File: src/sbt_pkg.sv
`default_nettype none

package sbt_pkg;

  // register byte offsets
  localparam logic [4:0] OFF_TX_NIBBLE   = 5'h00;
  localparam logic [4:0] OFF_LENGTH_LOW  = 5'h04;
  localparam logic [4:0] OFF_LENGTH_HIGH = 5'h08;
  localparam logic [4:0] OFF_SERIAL_RATE = 5'h0c;
  localparam logic [4:0] OFF_STATUS      = 5'h10;

  // length_high_ctrl_reg fields
  localparam int BIT_AUTO_SEL = 3;
  localparam int BIT_ISTART   = 2;
  // serial_rate_reg fields
  localparam int BIT_SBE      = 3;
  // status fields
  localparam int BIT_FLAG3    = 0;
  localparam int BIT_EMPTY    = 1;
  localparam int BIT_BUSY     = 2;
  localparam int BIT_TX_FULL  = 3;

  // reset values
  localparam logic [3:0] RST_TX_NIBBLE = 4'hf;
  localparam logic [5:0] RST_SIZE      = 6'h00;
  localparam logic [1:0] RST_RATE      = 2'h0;

  // index of the last bit of a nibble
  localparam logic [1:0] LAST_BIT      = 2'h3;

  typedef enum logic [1:0] {
    SBT_IDLE,
    SBT_INTERACTIVE,
    SBT_AUTO
  } sbt_mode_t;

  typedef struct packed {
    logic        wreq;
    logic [31:0] rdata;
    logic [3:0]  tx_nib;
    logic        tx_full;
    logic [5:0]  size;
    logic        auto_sel;
    logic        istart;
    logic [1:0]  rate;
    logic        sbe;
    sbt_mode_t   mode;
    logic [3:0]  shift;
    logic [1:0]  bit_cnt;
    logic        from_ram;
    logic [5:0]  ram_addr;
    logic        sclk;
    logic        sdata;
    logic        oe;
    logic        flag3;
    logic        empty_irq;
    logic        irq_block;
    logic        irq_restore;
    logic        wake;
    logic        wake_vector;
    logic        irq_seen;
    logic [3:0]  tap_s1;
    logic [3:0]  tap_s2;
    logic        tap_d;
  } sbt_state_t;

  localparam sbt_state_t SBT_RESET = '{
    wreq:        1'b1,
    rdata:       32'h0000_0000,
    tx_nib:      RST_TX_NIBBLE,
    tx_full:     1'b0,
    size:        RST_SIZE,
    auto_sel:    1'b0,
    istart:      1'b0,
    rate:        RST_RATE,
    sbe:         1'b0,
    mode:        SBT_IDLE,
    shift:       4'h0,
    bit_cnt:     2'h0,
    from_ram:    1'b0,
    ram_addr:    6'h00,
    sclk:        1'b0,
    sdata:       1'b0,
    oe:          1'b0,
    flag3:       1'b0,
    empty_irq:   1'b0,
    irq_block:   1'b0,
    irq_restore: 1'b0,
    wake:        1'b0,
    wake_vector: 1'b0,
    irq_seen:    1'b0,
    tap_s1:      4'h0,
    tap_s2:      4'h0,
    tap_d:       1'b0
  };

endpackage : sbt_pkg

`default_nettype wire

File: src/sbt_serial_write_buffer.sv
// Summary of operation
// - auto mode sends 8 to 256 bits, at rates up to the fastest tap.
// - auto selected plus cpu halt starts automatic transmission.
// - auto sends tx nibble first, then RAM 00 up to last index.
// - global interrupt enable held off during auto, restored at end.
// - auto end sets flag3, clears auto select, wakes cpu, restores interrupts.
// - last index up to 3E gives 64 nibbles; index 00 gives two.
// - cpu resumes after halt, or vectors if an irq came meanwhile.
// - flag3 stays high until tx nibble written; software dummy-writes it.
// - reloading registers and halting again resends the same RAM data.
// - interactive streams any length; gap-free only at two slowest taps.
// - interactive move into shift register raises empty irq and flag3.
// - reload before last bit ends chains the next nibble without gap.
// - any tx nibble write clears empty irq and flag3 except in a cycle that sets them.
// - serial clock on port D bit 0, data on port D bit 1.
// - data changes on serial clock rising edge.
// - rate 00 ck11, 01 ck12, 10 ck14, 11 ck15.
//
// The Avalon-MM interface to the registers and the register offsets were chosen for this implementation.
`timescale 1ns/1ps
`default_nettype none

module sbt_serial_write_buffer (
  // clock and reset
  input  wire logic        clk,
  input  wire logic        rst_n,
  // avalon-mm slave
  input  wire logic [4:0]  avs_address,
  input  wire logic        avs_read,
  input  wire logic        avs_write,
  input  wire logic [31:0] avs_writedata,
  output logic      [31:0] avs_readdata,
  output logic             avs_waitrequest,
  // prescaler taps ck11, ck12, ck14, ck15
  input  wire logic [3:0]  ck_tap,
  // cpu core
  input  wire logic        cpu_halt,
  input  wire logic        irq_request,
  output logic             global_irq_block,
  output logic             global_irq_restore,
  output logic             cpu_wake,
  output logic             cpu_wake_vector,
  output logic             branch_test_flag3,
  output logic             tx_empty_irq,
  // ram read port
  output logic      [5:0]  ram_addr,
  input  wire logic [3:0]  ram_rdata,
  // port D pins
  output logic             pd0_sclk_out,
  output logic             pd0_sclk_oe,
  output logic             pd1_sdata_out,
  output logic             pd1_sdata_oe
);

  sbt_pkg::sbt_state_t s;
  sbt_pkg::sbt_state_t next_s;

  always_comb begin
    logic       take_rd;
    logic       take_wr;
    logic       tap_now;
    logic       tap_rise;
    logic       tap_fall;
    logic       ev_flag;
    logic       ev_irq;
    logic [3:0] wd;
    take_rd  = 1'b0;
    take_wr  = 1'b0;
    tap_now  = 1'b0;
    tap_rise = 1'b0;
    tap_fall = 1'b0;
    ev_flag  = 1'b0;
    ev_irq   = 1'b0;
    wd       = avs_writedata[3:0];
    next_s   = s;

    // bus handshake: one wait cycle, then the request is taken
    next_s.wreq = 1'b1;
    if ((avs_read || avs_write) && s.wreq) begin
      next_s.wreq = 1'b0;
    end
    take_rd = avs_read && !s.wreq;
    take_wr = avs_write && !s.wreq;
    if (avs_read && s.wreq) begin
      case (avs_address)
        sbt_pkg::OFF_TX_NIBBLE:   next_s.rdata = {28'h0, s.tx_nib};
        sbt_pkg::OFF_LENGTH_LOW:  next_s.rdata = {28'h0, s.size[3:0]};
        sbt_pkg::OFF_LENGTH_HIGH: next_s.rdata = {28'h0, s.auto_sel, s.istart, s.size[5:4]};
        sbt_pkg::OFF_SERIAL_RATE: next_s.rdata = {28'h0, s.sbe, 1'b0, s.rate};
        sbt_pkg::OFF_STATUS:      next_s.rdata = {28'h0, s.tx_full, s.mode != sbt_pkg::SBT_IDLE,
                                                  s.empty_irq, s.flag3};
        default:                  next_s.rdata = 32'h0000_0000;
      endcase
    end

    // tap synchronisers and edge detection
    next_s.tap_s1 = ck_tap;
    next_s.tap_s2 = s.tap_s1;
    tap_now       = s.tap_s2[s.rate];
    next_s.tap_d  = tap_now;
    tap_rise      = tap_now && !s.tap_d;
    tap_fall      = !tap_now && s.tap_d;

    next_s.wake        = 1'b0;
    next_s.irq_restore = 1'b0;
    if (s.mode == sbt_pkg::SBT_AUTO && irq_request) begin
      next_s.irq_seen = 1'b1;
    end

    case (s.mode)
      sbt_pkg::SBT_IDLE: begin
        next_s.sclk = 1'b0;
        if (s.sbe && s.auto_sel && cpu_halt) begin
          next_s.mode     = sbt_pkg::SBT_AUTO;
          next_s.shift    = s.tx_nib;
          next_s.bit_cnt  = 2'h0;
          next_s.from_ram = 1'b0;
          next_s.ram_addr = 6'h00;
          next_s.irq_seen = irq_request;
        end else if (s.sbe && s.istart) begin
          next_s.mode    = sbt_pkg::SBT_INTERACTIVE;
          next_s.shift   = s.tx_nib;
          next_s.bit_cnt = 2'h0;
          next_s.tx_full = 1'b0;
          ev_flag        = 1'b1;
          ev_irq         = 1'b1;
        end
      end
      sbt_pkg::SBT_INTERACTIVE,
      sbt_pkg::SBT_AUTO: begin
        if (tap_rise) begin
          next_s.sclk  = 1'b1;
          next_s.sdata = s.shift[s.bit_cnt];
        end else if (tap_fall && s.sclk) begin
          next_s.sclk    = 1'b0;
          next_s.bit_cnt = s.bit_cnt + 2'h1;
          if (s.bit_cnt == sbt_pkg::LAST_BIT) begin
            if (s.mode == sbt_pkg::SBT_INTERACTIVE) begin
              if (s.tx_full) begin
                next_s.shift   = s.tx_nib;
                next_s.tx_full = 1'b0;
                ev_flag        = 1'b1;
                ev_irq         = 1'b1;
              end else begin
                next_s.mode   = sbt_pkg::SBT_IDLE;
                next_s.istart = 1'b0;
              end
            end else if (!s.from_ram || s.ram_addr != 6'(s.size + 6'h01)) begin
              next_s.shift    = ram_rdata;
              next_s.from_ram = 1'b1;
              next_s.ram_addr = s.ram_addr + 6'h01;
            end else begin
              next_s.mode        = sbt_pkg::SBT_IDLE;
              next_s.auto_sel    = 1'b0;
              ev_flag            = 1'b1;
              next_s.wake        = 1'b1;
              next_s.wake_vector = s.irq_seen || irq_request;
            end
          end
        end
        if (!s.sbe || (s.mode == sbt_pkg::SBT_INTERACTIVE && !s.istart)) begin
          next_s.mode = sbt_pkg::SBT_IDLE;
          next_s.sclk = 1'b0;
        end
      end
      default: begin
        next_s.mode = sbt_pkg::SBT_IDLE;
      end
    endcase

    // register writes; hardware set events below take priority over clears
    if (take_wr) begin
      case (avs_address)
        sbt_pkg::OFF_TX_NIBBLE: begin
          next_s.tx_nib    = wd;
          next_s.tx_full   = 1'b1;
          next_s.flag3     = 1'b0;
          next_s.empty_irq = 1'b0;
        end
        sbt_pkg::OFF_LENGTH_LOW: begin
          next_s.size[3:0] = wd;
        end
        sbt_pkg::OFF_LENGTH_HIGH: begin
          next_s.size[5:4] = wd[1:0];
          next_s.istart    = wd[sbt_pkg::BIT_ISTART];
          next_s.auto_sel  = wd[sbt_pkg::BIT_AUTO_SEL];
        end
        sbt_pkg::OFF_SERIAL_RATE: begin
          next_s.rate = wd[1:0];
          next_s.sbe  = wd[sbt_pkg::BIT_SBE];
        end
        default: begin
        end
      endcase
    end
    if (ev_flag) begin
      next_s.flag3 = 1'b1;
    end
    if (ev_irq) begin
      next_s.empty_irq = 1'b1;
    end

    // interrupt enable held off while auto select is set
    next_s.irq_block   = next_s.auto_sel;
    next_s.irq_restore = s.irq_block && !next_s.irq_block;
    next_s.oe          = next_s.sbe;
    if (take_rd) begin
      next_s.rdata = s.rdata;
    end
  end

  always_ff @(posedge clk) begin
    if (!rst_n) begin
      s <= sbt_pkg::SBT_RESET;
    end else begin
      s <= next_s;
    end
  end

  assign avs_readdata       = s.rdata;
  assign avs_waitrequest    = s.wreq;
  assign global_irq_block   = s.irq_block;
  assign global_irq_restore = s.irq_restore;
  assign cpu_wake           = s.wake;
  assign cpu_wake_vector    = s.wake_vector;
  assign branch_test_flag3  = s.flag3;
  assign tx_empty_irq       = s.empty_irq;
  assign ram_addr           = s.ram_addr;
  assign pd0_sclk_out       = s.sclk;
  assign pd0_sclk_oe        = s.oe;
  assign pd1_sdata_out      = s.sdata;
  assign pd1_sdata_oe       = s.oe;

endmodule : sbt_serial_write_buffer

`default_nettype wire

File: config.mk
export PLATFORM = sky130hd
export DESIGN_NAME = sbt_serial_write_buffer
export DESIGN_NICKNAME = d
export VERILOG_FILES = /design/src/sbt_pkg.sv /design/src/sbt_serial_write_buffer.sv
export SDC_FILE = /design/constraint.sdc
export NUM_CORES = 1
export LEC_CHECK = 0
export BUFFER_PORTS_ARGS = -buffer_cell sky130_fd_sc_hd__buf_2
export CORE_MARGIN = 2
export CORE_UTILIZATION = 55
export DETAILED_ROUTE_END_ITERATION = 10
export GPL_TIMING_DRIVEN = 0
export HOLD_SLACK_MARGIN = 0.08
export PLACE_DENSITY_LB_ADDON = 0.12
export SETUP_SLACK_MARGIN = 0.3
export SLEW_MARGIN = 20
export SYNTH_ARGS = -nofsm -noshare
export SYNTH_HDL_FRONTEND = slang
export SYNTH_SLANG_ARGS = --single-unit
File: constraint.sdc
create_clock -name clk -period 3.66 [get_ports clk]
set_clock_uncertainty 0.15 [all_clocks]
set_input_delay 0.183 -clock clk [delete_from_list [all_inputs] [get_ports clk]]
set_output_delay 0.183 -clock clk [all_outputs]
set_load 0.01 [all_outputs]
## Word-level counts from Yosys, hierarchy flattened

Cells that the tools add are included.

| word-level totals | value |
|---|---|
| output and inout bits | 49 |
| register bits after elaboration | 81 |
| input port bits | 51 |
| word-level logic and storage cells | 178 |

| operators by class | value |
|---|---|
| bitwise logic cells | 8 |
| muxes and demuxes | 68 |
| $lt $le $gt $ge | 2 |
| reduce and logical (&&, ||, !) cells | 48 |
| eq/ne operators | 23 |
| $add $sub $neg | 3 |

Operators by type and width:

| cell | count |
|---|---|
| 1-bit two-way mux | 33 |
| 7-bit two-way mux | 4 |
| 14-bit one-hot mux with 2 select lines | 1 |
| 2-bit two-way mux | 12 |
| 4-bit one-hot mux with 5 select lines | 1 |
| 3-bit != test, second input constant | 6 |
| 2-bit AND reduction | 9 |
| 16-bit two-way mux | 1 |
| 8-bit two-way mux | 2 |
| 15-bit two-way mux | 1 |
| 7-bit AND reduction | 2 |
| 1-bit logical AND | 13 |
| 6-bit by 1-bit adder with 6-bit output, second input constant | 2 |
| 12-bit two-way mux | 1 |
| 4-bit two-way mux | 3 |
| 6-bit two-way mux | 2 |
| 2-bit != test, second input constant | 6 |
| 4-bit != test, second input constant | 3 |
| 6-bit AND reduction | 2 |
| 2-bit nonzero test | 6 |
| 5-bit by 4-bit == test with 1-bit output, second input constant | 2 |
| 1-bit NOT | 8 |
| 1-bit logical NOT | 7 |
| 2-bit by 3-bit less-than comparator with 1-bit output, second input constant | 2 |
| other kinds (16) | 23 |

## Longest topological paths before layout

| logic depth | value |
|---|---|
| depth after elaboration | 13 |
| gate-level depth with buffers | 8 |
| mapped depth without buffers | 8 |

## Least setup slack after synthesis

No wires, ideal clock.

| timing | value |
|---|---|
| path kind | reg-to-reg |
| start point | register s[39] (netlist name) |
| end point | register s[28] (netlist name) |
| stages on the path, launching flop included | 8 |
| arrival | 1953 ps |
| setup time | 72 ps |
| clock period less this slack | 2175 ps |
| data required time | 3438 ps |
| slack | 1485 ps |
| buffers on the path | 0 |
| cells stage by stage | dfxtp_1 ha_1 nor2b_1 or4b_1 nand3_2 nand2_4 o311ai_4 mux2i_1 |

| on the way | value |
|---|---|
| word-level cells in the longest chain between the ends | 5 |

RTL lines:

| what | line | text |
|---|---|---|
| start: declaration | sbt_serial_write_buffer.sv:55 | `sbt_pkg::sbt_state_t s;` |
| start signal: assignment | sbt_serial_write_buffer.sv:214 | `s <= sbt_pkg::SBT_RESET;` |
| start signal: assignment | sbt_serial_write_buffer.sv:216 | `s <= next_s;` |
| 6-bit by 1-bit adder with 6-bit output | sbt_serial_write_buffer.sv:148 | `end else if (!s.from_ram \|\| s.ram_addr != 6'(s.size + 6'h01)) begin` |
| 6-bit != test | sbt_serial_write_buffer.sv:148 |  |
| 1-bit logical OR | sbt_serial_write_buffer.sv:148 |  |
| 3-bit != test (no line) | -- |  |
| 7-bit AND reduction (no line) | -- |  |

No other way between the ends.
A chain may end at the register's enable or synchronous reset.

## Final worst setup path

| timing | value |
|---|---|
| start point | register s[39] (netlist name) |
| end point | register s[33] (netlist name) |

| on the way | value |
|---|---|
| word-level cells in the longest chain between the ends | 5 |

RTL lines:

| what | line |
|---|---|
| 6-bit by 1-bit adder with 6-bit output | sbt_serial_write_buffer.sv:148 |
| 6-bit != test | sbt_serial_write_buffer.sv:148 |
| 1-bit logical OR | sbt_serial_write_buffer.sv:148 |
| 4-bit != test (no line) | -- |
| 6-bit AND reduction (no line) | -- |

No other way between the ends.

==> run metrics <==
status=finished, final reports clean; Clock Power Share=between 40% and 50%; Slew @ Worst Pin=912 ps; met2 routed WL=~3.3 mm; setup ws final=around 1100 ps; Initial Util=58.0%; Inserted Clock Buffers=5; GP Congestion=slightly below 0.9; Unique masters post-synth=between 50 and 60; Skew-Pair Late Insertion Delay=between 300 and 400 ps; first-pass GRT wire length=about 12 mm; Pint=~0.91 mW; HPWL Detailed=5.18 mm; Slew Limit Fails=0; crit path DAT=2650 ps; Comb pwr share=under 10%; most frequent cells in the layout=dfxtp_1, buf_2, buf_4; antenna-violating nets left=0; Worst Path Required=~3700 ps; core area=roughly 0.0052 mm²; Power Density=~320 mW/mm²; CTS max path bufs=2; Seq/Total Area, Yosys=a little over a third; NetSw=between 0.2 and 0.3 mW; unrepaired setup endpoints after global routing=no; crit-path max FO=7; Fillers=approximately 460; max-cap violation count=0; Slew HR=between 30% and 40%; layout cells sized above 1=25.1%; PortBufs=41; CP endpoint kind=flop; final setup fails=0; fin crit share=between 70% and 80%; top_reg_cell synth=dfxtp_1; routed len/inst=13.9 µm; drt pass-1 iters=4; # IOs=100; Via Count=between 2000 and 3000; DIE AREA=between 0.006 and 0.007 mm²; Nets=493; flops & latches, synth=53; Pwr Total=1.17 mW; Worst Hold Class=input port to flop; WHS=114 ps; Via density=roughly 5.3; vias in the first global route=around 2400; FMAX=around 380 MHz; Area Overhead vs Synth=21.6%; largest net degree at the start of global routing=18; Min Clock Period, post-route=2610 ps; DIE WIDTH=between 70 and 80 µm; leakage dissipation=between 1.5 and 2 nW; initial DRC count=roughly 180; commonest non-fill, non-tap cell in the layout=dfxtp_1; Core Rows=26; H-Tree Depth=2; TNS Setup=0 ps; CTS clk-pin slew, worst paths=around 100 ps; dpl ws=about 1200 ps; Peak VDD IR=roughly 0.36 mV; Routed Wire Length=approximately 7 mm; # DRC=0; Syn Area/Cell=between 8 and 9 µm²; all-layer global routing usage=around a quarter; Final Util=approximately 70%; Worst Setup Path Type=flop to flop; initial antenna violation count=0; Net Sw Frac=22.3%; number of flops mapped to enable cells by yosys=0; CTS sink cnt=53; root buffer cell=clkbuf_8; YS warnings=0; Syn Inst Count=347; Startpoint Class=flop; Die Span Y=slightly below 80 µm; Sequential Power Share=~50%; top layer reached by signal wires=met4; GR Overflow Total=0; Final Hold Fails=0; # diodes=0; WL met1=approximately 3.2 mm; Post-synth ARST share=0%; CTS tree=built; Post-Syn Area=0.00302 mm²; post_cts resized=0; Met3 Routed Length=roughly 450 µm
[state kept, by name, summed over array words and instances, names as in the netlist]
signal / flops
pd0_sclk_oe: 1
pd0_sclk_out: 1
cpu_wake: 1
branch_test_flag3: 1
s: 29
global_irq_restore: 1
avs_readdata: 4
tx_empty_irq: 1
pd1_sdata_out: 1
global_irq_block: 1
next_s: 4
cpu_wake_vector: 1
ram_addr: 6
avs_waitrequest: 1
[repair_timing]
item / in CTS / in global routing
hold buffers: 12 / 0
endpoints found under the hold margin: 23 / 0
buffers inserted: 0 / 0
[worst paths after layout]
kind                              startpoint    end  slack (ps)  cells past startpoint
worst max-delay path                   s[39]  s[33]        1050                      7
worst min-delay path            ram_rdata[2]  s[30]         110                      4
worst max register to register         s[39]  s[33]        1050                      7
worst min register to register     next_s[2]   s[2]         290                      1
[through the flow]
stage | instances | area [µm²]
after floorplan | 374 | 3120
after global routing | 505 | 3670
after detailed placement | 485 | 3410
after CTS | 505 | 3670
final | 505 | 3670
after global placement | 485 | 3410
[critical path, cell delays in order, from the launching register on]
cell      delay, ps
dfxtp_1         470
ha_1            310
xnor2_1         150
nand3_1         150
nor4_4          570
a211oi_2        210
o311ai_0        360
o41ai_1         120
[synthesized netlist by cell type (3+ instances only)]
library cell / count / area share (%)
dfxtp_1: 53 / 35
buf_4: 39 / 9.7
nand2_1: 36 / 4.5
a21oi_1: 29 / 4.8
nor2_1: 19 / 2.4
nand3_1: 15 / 2.5
mux2i_1: 14 / 4.6
and2_1: 12 / 2.5
clkbuf_1: 11 / 1.4
nand2b_1: 10 / 2.1
ha_1: 8 / 3.3
inv_1: 7 / 0.87
mux2_2: 7 / 2.6
o211ai_1: 6 / 1.5
o21ai_0: 6 / 1.0
a21o_1: 4 / 1.0
a22oi_1: 4 / 1.0
nor2b_1: 4 / 0.83
nor3_1: 4 / 0.66
xnor2_1: 4 / 1.2
nand3b_1: 3 / 0.75
nand4_1: 3 / 0.62
o41ai_1: 3 / 0.87
xor2_1: 3 / 0.87
[routing by layer]
| metal | GRT usage (%) | up-vias |
|---|---|---|
| li1 | - | 1329 |
| met1 | 31.7 | 1220 |
| met2 | 40.0 | 99 |
| met3 | 4.48 | 10 |
| met4 | 6.14 | 0 |
| met5 | 0 | - |
[cells by family (layout without fill, tap and decap cells)]
kind of cell	count (synthesis)	in the layout	share of synthesized area, %
AND/OR/NAND/NOR	123	123	21.8
AO/OA/AOI/OAI	72	72	16.3
buffers and inverters	60	121	12.4
flip-flops	53	53	35.2
multiplexers	23	23	8.75
adder cells (fa/ha/maj)	8	8	3.32
XOR/XNOR	7	7	2.03
other	1	28	0.124
[power groups by stage]
| stage | clock network (mW) | registers (mW) | logic (mW) |
|---|---|---|---|
| after floorplan | 0 | 0.598 | 0.0649 |
| after global placement | 0 | 0.598 | 0.0892 |
| after detailed placement | 0 | 0.598 | 0.0896 |
| after CTS | 0.482 | 0.585 | 0.100 |
| after global routing | 0.507 | 0.586 | 0.111 |
| final | 0.483 | 0.585 | 0.102 |
[area by class of cell]
class / instances / area [µm²] / share of cell area [%]
clock buffers: 5 / 68.8 / 1.88
plain buffers: 53 / 349 / 9.52
flip-flops and latches: 53 / 1060 / 28.9
repair buffers: 53 / 325 / 8.87
well taps: 70 / 87.6 / 2.39
clock inverters: 3 / 68.8 / 1.88
inverters: 7 / 26.3 / 0.716
multi-input cells: 261 / 1680 / 45.8
Power figures use the tool's default switching activity.
